## config.mk

```make
export PLATFORM = sky130hd
export DESIGN_NAME = pmr_status_config_regs
export DESIGN_NICKNAME = d
export VERILOG_FILES = /design/src/rtl/pmr_pkg.sv /design/src/rtl/pmr_flag_if.sv /design/src/rtl/pmr_flag_bank.sv /design/src/rtl/pmr_status_config_regs.sv
export SDC_FILE = /design/constraint.sdc
export NUM_CORES = 1
export LEC_CHECK = 0
export ABC_AREA = 1
export BUFFER_PORTS_ARGS = -buffer_cell sky130_fd_sc_hd__buf_4
export CAP_MARGIN = 5
export CORE_MARGIN = 3
export CORE_UTILIZATION = 52
export DETAILED_ROUTE_END_ITERATION = 8
export GPL_TIMING_DRIVEN = 0
export PLACE_DENSITY = 0.83
export SLEW_MARGIN = 20
export SYNTH_ARGS = -nofsm -noshare
export SYNTH_HDL_FRONTEND = slang
export SYNTH_SLANG_ARGS = --single-unit
```

## constraint.sdc

```tcl
create_clock -name sys_clk_i -period 2 [get_ports sys_clk_i]
set_clock_uncertainty 0.2 [all_clocks]
set_input_delay 0.3 -clock sys_clk_i [delete_from_list [all_inputs] [get_ports sys_clk_i]]
set_output_delay 0.3 -clock sys_clk_i [all_outputs]
set_load 0.1 [all_outputs]
```

## src/rtl/pmr_pkg.sv

```systemverilog
// constants and types for the power-manager status and configuration register slice
package pmr_pkg;

  // ----------------------------------------------------------------
  // register access port geometry
  // ----------------------------------------------------------------
  localparam int PMR_DW = 16;
  localparam int PMR_AW = 8;

  // ----------------------------------------------------------------
  // register indices
  // ----------------------------------------------------------------
  localparam logic [7:0] PMR_IDX_FLAG2  = 8'h00;
  localparam logic [7:0] PMR_IDX_MONSEL = 8'h01;
  localparam logic [7:0] PMR_IDX_SVS    = 8'h02;

  // ----------------------------------------------------------------
  // main_flag_status_two field positions (data bit = device bit - 8)
  // ----------------------------------------------------------------
  localparam int PMR_B_FB_OV   = 15;
  localparam int PMR_B_UV7     = 14;
  localparam int PMR_B_CORE_ST = 12;
  localparam int PMR_B_AUX_ST  = 10;
  localparam int PMR_B_LIN_ST  = 9;
  localparam int PMR_B_PRE_UVL = 7;
  localparam int PMR_B_PRE_UVH = 6;
  localparam int PMR_B_SUP_UVL = 5;
  localparam int PMR_B_SUP_UVH = 4;
  localparam int PMR_B_WKB_LVL = 3;
  localparam int PMR_B_WKA_LVL = 2;
  localparam int PMR_B_WKB_FLG = 1;
  localparam int PMR_B_WKA_FLG = 0;

  // ----------------------------------------------------------------
  // latched flag vector: index order and power-on values
  // ----------------------------------------------------------------
  localparam int PMR_NFLAG = 8;
  localparam int PMR_F_WKA = 0;
  localparam int PMR_F_WKB = 1;
  localparam int PMR_F_SUP_UVH = 2;
  localparam int PMR_F_SUP_UVL = 3;
  localparam int PMR_F_PRE_UVH = 4;
  localparam int PMR_F_PRE_UVL = 5;
  localparam int PMR_F_UV7 = 6;
  localparam int PMR_F_FB_OV = 7;
  localparam logic [7:0] PMR_FLAG_RST = 8'h7D;

  // ----------------------------------------------------------------
  // live input vector order
  // ----------------------------------------------------------------
  localparam int PMR_NLIVE = 5;
  localparam int PMR_L_CORE = 0;
  localparam int PMR_L_AUX = 1;
  localparam int PMR_L_LIN = 2;
  localparam int PMR_L_WKA = 3;
  localparam int PMR_L_WKB = 4;

  // ----------------------------------------------------------------
  // monitor assignment and scaling offset fields
  // ----------------------------------------------------------------
  localparam int PMR_MON_LSB = 0;
  localparam int PMR_MON_W = 3;
  localparam logic [2:0] PMR_MON_RST = 3'h0;
  localparam logic [2:0] PMR_MON_EXT = 3'h0;
  localparam logic [2:0] PMR_MON_PRE = 3'h1;
  localparam logic [2:0] PMR_MON_LIN = 3'h2;
  localparam logic [2:0] PMR_MON_RSV3 = 3'h3;
  localparam logic [2:0] PMR_MON_RSV4 = 3'h4;
  localparam logic [2:0] PMR_MON_AUX = 3'h5;
  localparam int PMR_SVS_LSB = 0;
  localparam int PMR_SVS_W = 5;
  localparam logic [4:0] PMR_SVS_RST = 5'h00;

  typedef enum logic [3:0] {
    PMR_SRC_NONE = 4'h0,
    PMR_SRC_EXT  = 4'h1,
    PMR_SRC_PRE  = 4'h2,
    PMR_SRC_LIN  = 4'h4,
    PMR_SRC_AUX  = 4'h8
  } pmr_mon_src_t;

endpackage

```

## src/rtl/pmr_flag_if.sv

```systemverilog
// carrier between the register slice and its sticky flag bank
`timescale 1ns/1ps
`default_nettype none

interface pmr_flag_if;
  logic [7:0] raw_evt;
  logic [7:0] clr;
  logic [7:0] flag;

  modport bank (input raw_evt, input clr, output flag);
  modport ctrl (output raw_evt, output clr, input flag);
endinterface

`default_nettype wire

```

## src/rtl/pmr_flag_bank.sv

```systemverilog
// sticky event flags: synchronised set, write-one clear, set wins over clear
`timescale 1ns/1ps
`default_nettype none

module pmr_flag_bank
  import pmr_pkg::*;
(
  input  wire logic  sys_clk_i, // system clock
  input  wire logic  nrst_i,    // async reset, active low
  pmr_flag_if.bank   fl         // events in, clears in, flags out
);

  // ----------------------------------------------------------------
  // per-flag synchroniser and latch
  // ----------------------------------------------------------------
  genvar g;
  generate
    for (g = 0; g < PMR_NFLAG; g++)
    begin : gen_flag
      logic meta_ff;
      logic sync_ff;
      logic flag_ff;
      logic nxt_flag;

      always_comb
      begin
        nxt_flag = (flag_ff & ~fl.clr[g]) | sync_ff;
      end

      always_ff @(posedge sys_clk_i or negedge nrst_i)
      begin
        if (!nrst_i)
        begin
          meta_ff <= 1'b0;
          sync_ff <= 1'b0;
          flag_ff <= PMR_FLAG_RST[g];
        end
        else
        begin
          meta_ff <= fl.raw_evt[g];
          sync_ff <= meta_ff;
          flag_ff <= nxt_flag;
        end
      end

      assign fl.flag[g] = flag_ff;
    end
  endgenerate

endmodule

`default_nettype wire

```

## src/rtl/pmr_status_config_regs.sv

```systemverilog
// power-manager status flags, monitor assignment and buck scaling offset registers
`timescale 1ns/1ps
`default_nettype none

module pmr_status_config_regs
  import pmr_pkg::*;
(
  input  wire logic              sys_clk_i,       // system clock, 20 MHz
  input  wire logic              nrst_i,          // power-on reset, async, active low
  // register access port
  input  wire logic [PMR_AW-1:0] reg_addr_i,      // register index
  input  wire logic              reg_wr_i,        // write strobe, one cycle
  input  wire logic              reg_rd_i,        // read strobe, one cycle
  input  wire logic [PMR_DW-1:0] reg_wdata_i,     // write data, device bits 23:8
  output logic      [PMR_DW-1:0] reg_rdata_o,     // read data, device bits 23:8
  output logic                   reg_ack_o,       // access answered, one cycle
  output logic                   reg_err_o,       // unmapped index, with ack
  // analog and pin events, asynchronous
  input  wire logic              prereg_fb_ov_i,  // preregulator feedback overvoltage
  input  wire logic              supply_uv7_i,    // supply uv7 detector
  input  wire logic              prereg_uvl_i,    // preregulator undervoltage low
  input  wire logic              prereg_uvh_i,    // preregulator undervoltage high
  input  wire logic              supply_uvl_i,    // supply undervoltage low
  input  wire logic              supply_uvh_i,    // supply undervoltage high
  input  wire logic              wake_a_src_i,    // wake-up caused by wake pin a
  input  wire logic              wake_b_src_i,    // wake-up caused by wake pin b
  // live states, asynchronous
  input  wire logic              core_buck_on_i,  // core buck running
  input  wire logic              aux_buck_on_i,   // aux buck running
  input  wire logic              linear_reg_on_i, // linear regulator running
  input  wire logic              wake_pin_a_i,    // wake pin a level
  input  wire logic              wake_pin_b_i,    // wake pin b level
  // scaling offset from buck control, same clock
  input  wire logic [4:0]        svs_code_i,      // core buck scaling offset code
  // configuration and status towards the device
  output logic      [2:0]        mon_one_code_o,  // stored monitor assignment code
  output pmr_mon_src_t           mon_one_src_o,   // decoded monitored regulator
  output logic                   mon_one_rsv_o,   // reserved code stored
  output logic      [7:0]        flags_o,         // latched event flags
  output logic                   flag_any_o       // any latched flag set
);

  // ----------------------------------------------------------------
  // sticky flag bank
  // ----------------------------------------------------------------
  pmr_flag_if fl ();

  assign fl.raw_evt[PMR_F_WKA]     = wake_a_src_i;
  assign fl.raw_evt[PMR_F_WKB]     = wake_b_src_i;
  assign fl.raw_evt[PMR_F_SUP_UVH] = supply_uvh_i;
  assign fl.raw_evt[PMR_F_SUP_UVL] = supply_uvl_i;
  assign fl.raw_evt[PMR_F_PRE_UVH] = prereg_uvh_i;
  assign fl.raw_evt[PMR_F_PRE_UVL] = prereg_uvl_i;
  assign fl.raw_evt[PMR_F_UV7]     = supply_uv7_i;
  assign fl.raw_evt[PMR_F_FB_OV]   = prereg_fb_ov_i;

  pmr_flag_bank u_flags (
    .sys_clk_i (sys_clk_i),
    .nrst_i    (nrst_i),
    .fl        (fl.bank)
  );

  // ----------------------------------------------------------------
  // write decode
  // ----------------------------------------------------------------
  logic wr_flag;
  logic wr_mon;

  assign wr_flag = reg_wr_i && (reg_addr_i == PMR_IDX_FLAG2);
  assign wr_mon  = reg_wr_i && (reg_addr_i == PMR_IDX_MONSEL);
  // index 2 gets no write decode, so the offset stays read-only

  // only the clear-on-write positions reach the flag bank
  always_comb
  begin
    fl.clr = 8'h00;
    if (wr_flag)
    begin
      fl.clr[PMR_F_FB_OV]   = reg_wdata_i[PMR_B_FB_OV];
      fl.clr[PMR_F_UV7]     = reg_wdata_i[PMR_B_UV7];
      fl.clr[PMR_F_PRE_UVL] = reg_wdata_i[PMR_B_PRE_UVL];
      fl.clr[PMR_F_PRE_UVH] = reg_wdata_i[PMR_B_PRE_UVH];
      fl.clr[PMR_F_SUP_UVL] = reg_wdata_i[PMR_B_SUP_UVL];
      fl.clr[PMR_F_SUP_UVH] = reg_wdata_i[PMR_B_SUP_UVH];
      fl.clr[PMR_F_WKB]     = reg_wdata_i[PMR_B_WKB_FLG];
      fl.clr[PMR_F_WKA]     = reg_wdata_i[PMR_B_WKA_FLG];
    end
  end

  // ----------------------------------------------------------------
  // live state synchronisers
  // ----------------------------------------------------------------
  logic [PMR_NLIVE-1:0] live_raw;
  logic [PMR_NLIVE-1:0] live_meta_ff;
  logic [PMR_NLIVE-1:0] live_ff;
  logic [PMR_NLIVE-1:0] nxt_live_meta;
  logic [PMR_NLIVE-1:0] nxt_live;

  assign live_raw[PMR_L_CORE] = core_buck_on_i;
  assign live_raw[PMR_L_AUX]  = aux_buck_on_i;
  assign live_raw[PMR_L_LIN]  = linear_reg_on_i;
  assign live_raw[PMR_L_WKA]  = wake_pin_a_i;
  assign live_raw[PMR_L_WKB]  = wake_pin_b_i;

  // only the second stage feeds the read image; the first may be metastable
  always_comb
  begin
    nxt_live_meta = live_raw;
    nxt_live      = live_meta_ff;
  end

  always_ff @(posedge sys_clk_i or negedge nrst_i)
  begin
    if (!nrst_i)
    begin
      live_meta_ff <= '0;
      live_ff      <= '0;
    end
    else
    begin
      live_meta_ff <= nxt_live_meta;
      live_ff      <= nxt_live;
    end
  end

  // ----------------------------------------------------------------
  // monitor assignment and scaling offset
  // ----------------------------------------------------------------
  logic [2:0]   mon_ff;
  logic [2:0]   nxt_mon;
  pmr_mon_src_t src_ff;
  pmr_mon_src_t nxt_src;
  logic         rsv_ff;
  logic         nxt_rsv;
  logic [4:0]   svs_ff;
  logic [4:0]   nxt_svs;

  always_comb
  begin
    nxt_mon = mon_ff;
    if (wr_mon)
    begin
      nxt_mon = reg_wdata_i[PMR_MON_LSB +: PMR_MON_W];
    end
    nxt_rsv = 1'b0;
    case (nxt_mon)
      PMR_MON_PRE:  nxt_src = PMR_SRC_PRE;
      PMR_MON_LIN:  nxt_src = PMR_SRC_LIN;
      PMR_MON_AUX:  nxt_src = PMR_SRC_AUX;
      PMR_MON_RSV3,
      PMR_MON_RSV4:
      begin
        nxt_src = PMR_SRC_NONE;
        nxt_rsv = 1'b1;
      end
      PMR_MON_EXT:  nxt_src = PMR_SRC_EXT;
      default:      nxt_src = PMR_SRC_EXT;
    endcase
    nxt_svs = svs_code_i;
  end

  always_ff @(posedge sys_clk_i or negedge nrst_i)
  begin
    if (!nrst_i)
    begin
      mon_ff <= PMR_MON_RST;
      src_ff <= PMR_SRC_EXT;
      rsv_ff <= 1'b0;
      svs_ff <= PMR_SVS_RST;
    end
    else
    begin
      mon_ff <= nxt_mon;
      src_ff <= nxt_src;
      rsv_ff <= nxt_rsv;
      svs_ff <= nxt_svs;
    end
  end

  // ----------------------------------------------------------------
  // read images; unlisted bits stay zero and writes never reach them
  // ----------------------------------------------------------------
  logic [PMR_DW-1:0] img_flag;
  logic [PMR_DW-1:0] img_mon;
  logic [PMR_DW-1:0] img_svs;

  always_comb
  begin
    img_flag = '0;
    img_flag[PMR_B_FB_OV]   = fl.flag[PMR_F_FB_OV];
    img_flag[PMR_B_UV7]     = fl.flag[PMR_F_UV7];
    img_flag[PMR_B_CORE_ST] = live_ff[PMR_L_CORE];
    img_flag[PMR_B_AUX_ST]  = live_ff[PMR_L_AUX];
    img_flag[PMR_B_LIN_ST]  = live_ff[PMR_L_LIN];
    img_flag[PMR_B_PRE_UVL] = fl.flag[PMR_F_PRE_UVL];
    img_flag[PMR_B_PRE_UVH] = fl.flag[PMR_F_PRE_UVH];
    img_flag[PMR_B_SUP_UVL] = fl.flag[PMR_F_SUP_UVL];
    img_flag[PMR_B_SUP_UVH] = fl.flag[PMR_F_SUP_UVH];
    img_flag[PMR_B_WKB_LVL] = live_ff[PMR_L_WKB];
    img_flag[PMR_B_WKA_LVL] = live_ff[PMR_L_WKA];
    img_flag[PMR_B_WKB_FLG] = fl.flag[PMR_F_WKB];
    img_flag[PMR_B_WKA_FLG] = fl.flag[PMR_F_WKA];
    img_mon = '0;
    img_mon[PMR_MON_LSB +: PMR_MON_W] = mon_ff;
    img_svs = '0;
    img_svs[PMR_SVS_LSB +: PMR_SVS_W] = svs_ff;
  end

  // ----------------------------------------------------------------
  // access answer
  // ----------------------------------------------------------------
  logic [PMR_DW-1:0] rdata_ff;
  logic [PMR_DW-1:0] nxt_rdata;
  logic              ack_ff;
  logic              nxt_ack;
  logic              err_ff;
  logic              nxt_err;
  logic              mapped;

  always_comb
  begin
    mapped    = 1'b1;
    nxt_rdata = '0;
    case (reg_addr_i)
      PMR_IDX_FLAG2:  nxt_rdata = img_flag;
      PMR_IDX_MONSEL: nxt_rdata = img_mon;
      PMR_IDX_SVS:    nxt_rdata = img_svs; // writes here change nothing
      default:        mapped = 1'b0;
    endcase
    if (!reg_rd_i)
    begin
      nxt_rdata = '0;
    end
    nxt_ack = reg_rd_i | reg_wr_i;
    nxt_err = (reg_rd_i | reg_wr_i) & ~mapped;
  end

  always_ff @(posedge sys_clk_i or negedge nrst_i)
  begin
    if (!nrst_i)
    begin
      rdata_ff <= '0;
      ack_ff   <= 1'b0;
      err_ff   <= 1'b0;
    end
    else
    begin
      rdata_ff <= nxt_rdata;
      ack_ff   <= nxt_ack;
      err_ff   <= nxt_err;
    end
  end

  // ----------------------------------------------------------------
  // flag summary
  // ----------------------------------------------------------------
  logic any_ff;
  logic nxt_any;

  always_comb
  begin
    // registered, so it trails flags_o by one cycle
    nxt_any = |fl.flag;
  end

  always_ff @(posedge sys_clk_i or negedge nrst_i)
  begin
    if (!nrst_i)
    begin
      any_ff <= 1'b1;
    end
    else
    begin
      any_ff <= nxt_any;
    end
  end

  // ----------------------------------------------------------------
  // outputs
  // ----------------------------------------------------------------
  assign reg_rdata_o    = rdata_ff;
  assign reg_ack_o      = ack_ff;
  assign reg_err_o      = err_ff;
  assign mon_one_code_o = mon_ff;
  assign mon_one_src_o  = src_ff;
  assign mon_one_rsv_o  = rsv_ff;
  assign flags_o        = fl.flag;
  assign flag_any_o     = any_ff;

endmodule

`default_nettype wire

```

==> run summary <==
ys flop type: dfrtp_1
hold depth: 3
antenna violations before repair: 0
Reg2Reg Depth: 6
max-capacitance violation count: 0
Clock Sinks: 63
wire per inst: 13.8 um
CTS tree: done
Hold WC Path Type: in -> reg
Iteration-0 DRC Markers: 98
post-synthesis cell area: 2240 um2
Worst-Skew Late Latency: 0.34 ns
I/O Pins: 81
startpoint type of the worst setup path: register
FF-to-FF Start: mon_one_code_o[2]$_DFF_PN0_
Initial Utilization: 54.9%
sequential-to-total area share from yosys stat: 70.8%
EDFF count, synth: 0
most common library cells after synthesis: 55 x dfrtp_1, 39 x nand2_1, 25 x inv_1
FP Rows: 23
WHS Endpoint: u_flags.gen_flag[3].flag_ff$_DFF_PN1_
Synth Instances: 198
leak pwr: 0.00172 uW
min-delay src: reg_wdata_i[5]
Critical Setup Path Class: reg -> out
Initial DRT Pass Iterations: 4
clk buf depth: 2
Pwr Density: 872 nW/um2
leading area contributor after synthesis: dfrtp_1
Post-Layout Inst Area: 3260 um2
Remaining Overflow, GRT: 0
IO buf count: 70
run status: finished, final reports clean
Mean Syn Cell Area: 11.3 um2
max frequency: 555 MHz
hpwl dp: 3250 um
number of global-route vias before repair: 1,727
setup TNS: 0 ns
Die ar.: 5140 um2
Slowest-stage cell, CP: dfstp_2
Vias/cell: 4.66
routability congestion estimate: 0.836
fin crit share: 90.0%
worst slew pin tran: 0.754 ns
DR DRC count: 0
max_slew headroom: 49.7%
Via Count: 1,659
nets@finish: 347
Arrival @ worst endpoint: 1.30 ns
Clock Pin Slew Worst Setup and Hold Paths: 0.07 ns
final core occ: 79.8%
H-tree levels: 3
buffer count from post-CTS setup fixing: 0
Post-Place Worst Slack: 0.341 ns
post-route setup slack: 0.199 ns
RSZ-0062 raised after global routing: false
Yosys cell types: 22
total CTS buffers: 9
Worst setup EP type: primary output
Reg2Reg Capture Point: mon_one_src_o[0]$_DFF_PN1_
slowest stage delay, CP: 0.57 ns
Layout area overhead: 45.5%
Synth Warn #: 0
Worst Path Max Fanout: 4
flops & latches, synth: 63
cells along the critical path: buf_4 -> buf_4
Die Wd: 71.7 um
Synth top area share: 61.4%
GRT Total Usage: 21.1%
Worst EP required: 1.50 ns
Overall Power: 2840 uW
Worst R2R Setup Slack: 0.86 ns
share of layout cells above drive strength 1: 36.6%
VDD IR max: 0.000508 V
largest net degree at the start of global routing: 64
Hold Vio Cnt, Final: 0
Min Clock Period, post-route: 1.80 ns
drt total wl: 4900 um
# diodes: 0
Placement Cell Area: 2840 um2
Root Driver: clkbuf_8
Die H: 71.7 um
first-pass GRT wire length: 8010 um
core footprint: 4090 um2
most common cell in the netlist: dfrtp_1
Most Frequent Cell on Critical Path: buf_4
max-slew violations: 0
antenna-violating nets left: 0
FFs w/ async S/R, synth: 100%
final setup fails: 0
synth top area cells: dfrtp_1 61%, dfstp_2 9.4%, nand2_1 6.5%
-- critical path, delay by kind of cell, from the launching register on --
kind | cells | cell delay [ns]
buf+inv | 2 | 0.39
flops | 1 | 0.57
-- stage by stage --
stage | cells | hold WS (ns)
final | 356 | 0.0656
after global routing | 356 | 0.0612
after CTS | 356 | 0.0417
after detailed placement | 320 | 0.135
after global placement | 320 | 0.133
after floorplan | 200 | -0.196
-- logic make-up after synthesis --
group	count (synthesis)	synth area share, %
compound gates	11	3.24
simple gates	84	17.1
buf+inv	39	8.76
other cells	1	0.167
flops	63	70.8
-- layer usage --
layer | wire length (um) | up-vias | global-route usage, %
met5 | 0 | - | 0
met4 | 121 | 0 | 9.81
met3 | 311 | 12 | 6.59
met2 | 2620 | 59 | 36.0
met1 | 1850 | 784 | 24.1
li1 | - | 804 | -
-- sequential cells by signal, indices dropped and copies added (netlist names), 3 cells and up --
name,flops
mon_one_src_o,4
reg_rdata_o,13
u_flags.gen_flag.sync_ff,8
live_ff,5
mon_one_code_o,3
u_flags.gen_flag.meta_ff,8
live_meta_ff,5
u_flags.gen_flag.flag_ff,8
svs_ff,5
-- what timing repair did --
action                    in CTS  in global routing
gates resized for setup        0                  0
hold buffers                  20                  0
hold endpoints to repair      74                  0
-- layout make-up --
cell class | count | area [um2]
clock inverters | 3 | 65.1
repair buffers | 90 | 726
well taps | 50 | 62.6
plain buffers | 13 | 98.8
multi-input cells | 98 | 467
flip-flops and latches | 63 | 1590
inverters | 26 | 97.6
clock buffers | 13 | 159
fillers | 256 | 825
-- layout by cell type, fill, tap and decap left out, types with 3 or more instances in the layout --
cell type / count
dfrtp_1: 55
nand2_1: 39
nand3_1: 19
clkbuf_8: 11
o21ai_0: 3
nor2_1: 16
dfstp_2: 8
inv_1: 25
dlygate4sd3_1: 20
conb_1: 3
a21o_1: 6
buf_4: 81
-- report_power, final --
part,total (uW),switching (uW),internal (uW)
combinational,288,186,102
clock,1220,452,769
sequential,1340,16.2,1320
total,2840,654,2190
-- how the worst max path moves through the flow --
stage	depth (start not counted)	slack (ns)	from	end
3_5_place_dp	9	0.34	reg_addr_i[7]	u_flags.gen_flag[7].flag_ff$_DFF_PN0_
6_report	2	0.20	u_flags.gen_flag[0].flag_ff$_DFF_PN1_	flags_o[0]
4_1_cts	2	0.18	u_flags.gen_flag[0].flag_ff$_DFF_PN1_	flags_o[0]
3_3_place_gp	9	0.37	reg_addr_i[7]	u_flags.gen_flag[7].flag_ff$_DFF_PN0_
2_1_floorplan	6	0.34	mon_one_code_o[2]$_DFF_PN0_	mon_one_src_o[0]$_DFF_PN1_
5_1_grt	2	0.17	u_flags.gen_flag[3].flag_ff$_DFF_PN1_	flags_o[3]
(Power assumes the default switching activity.)
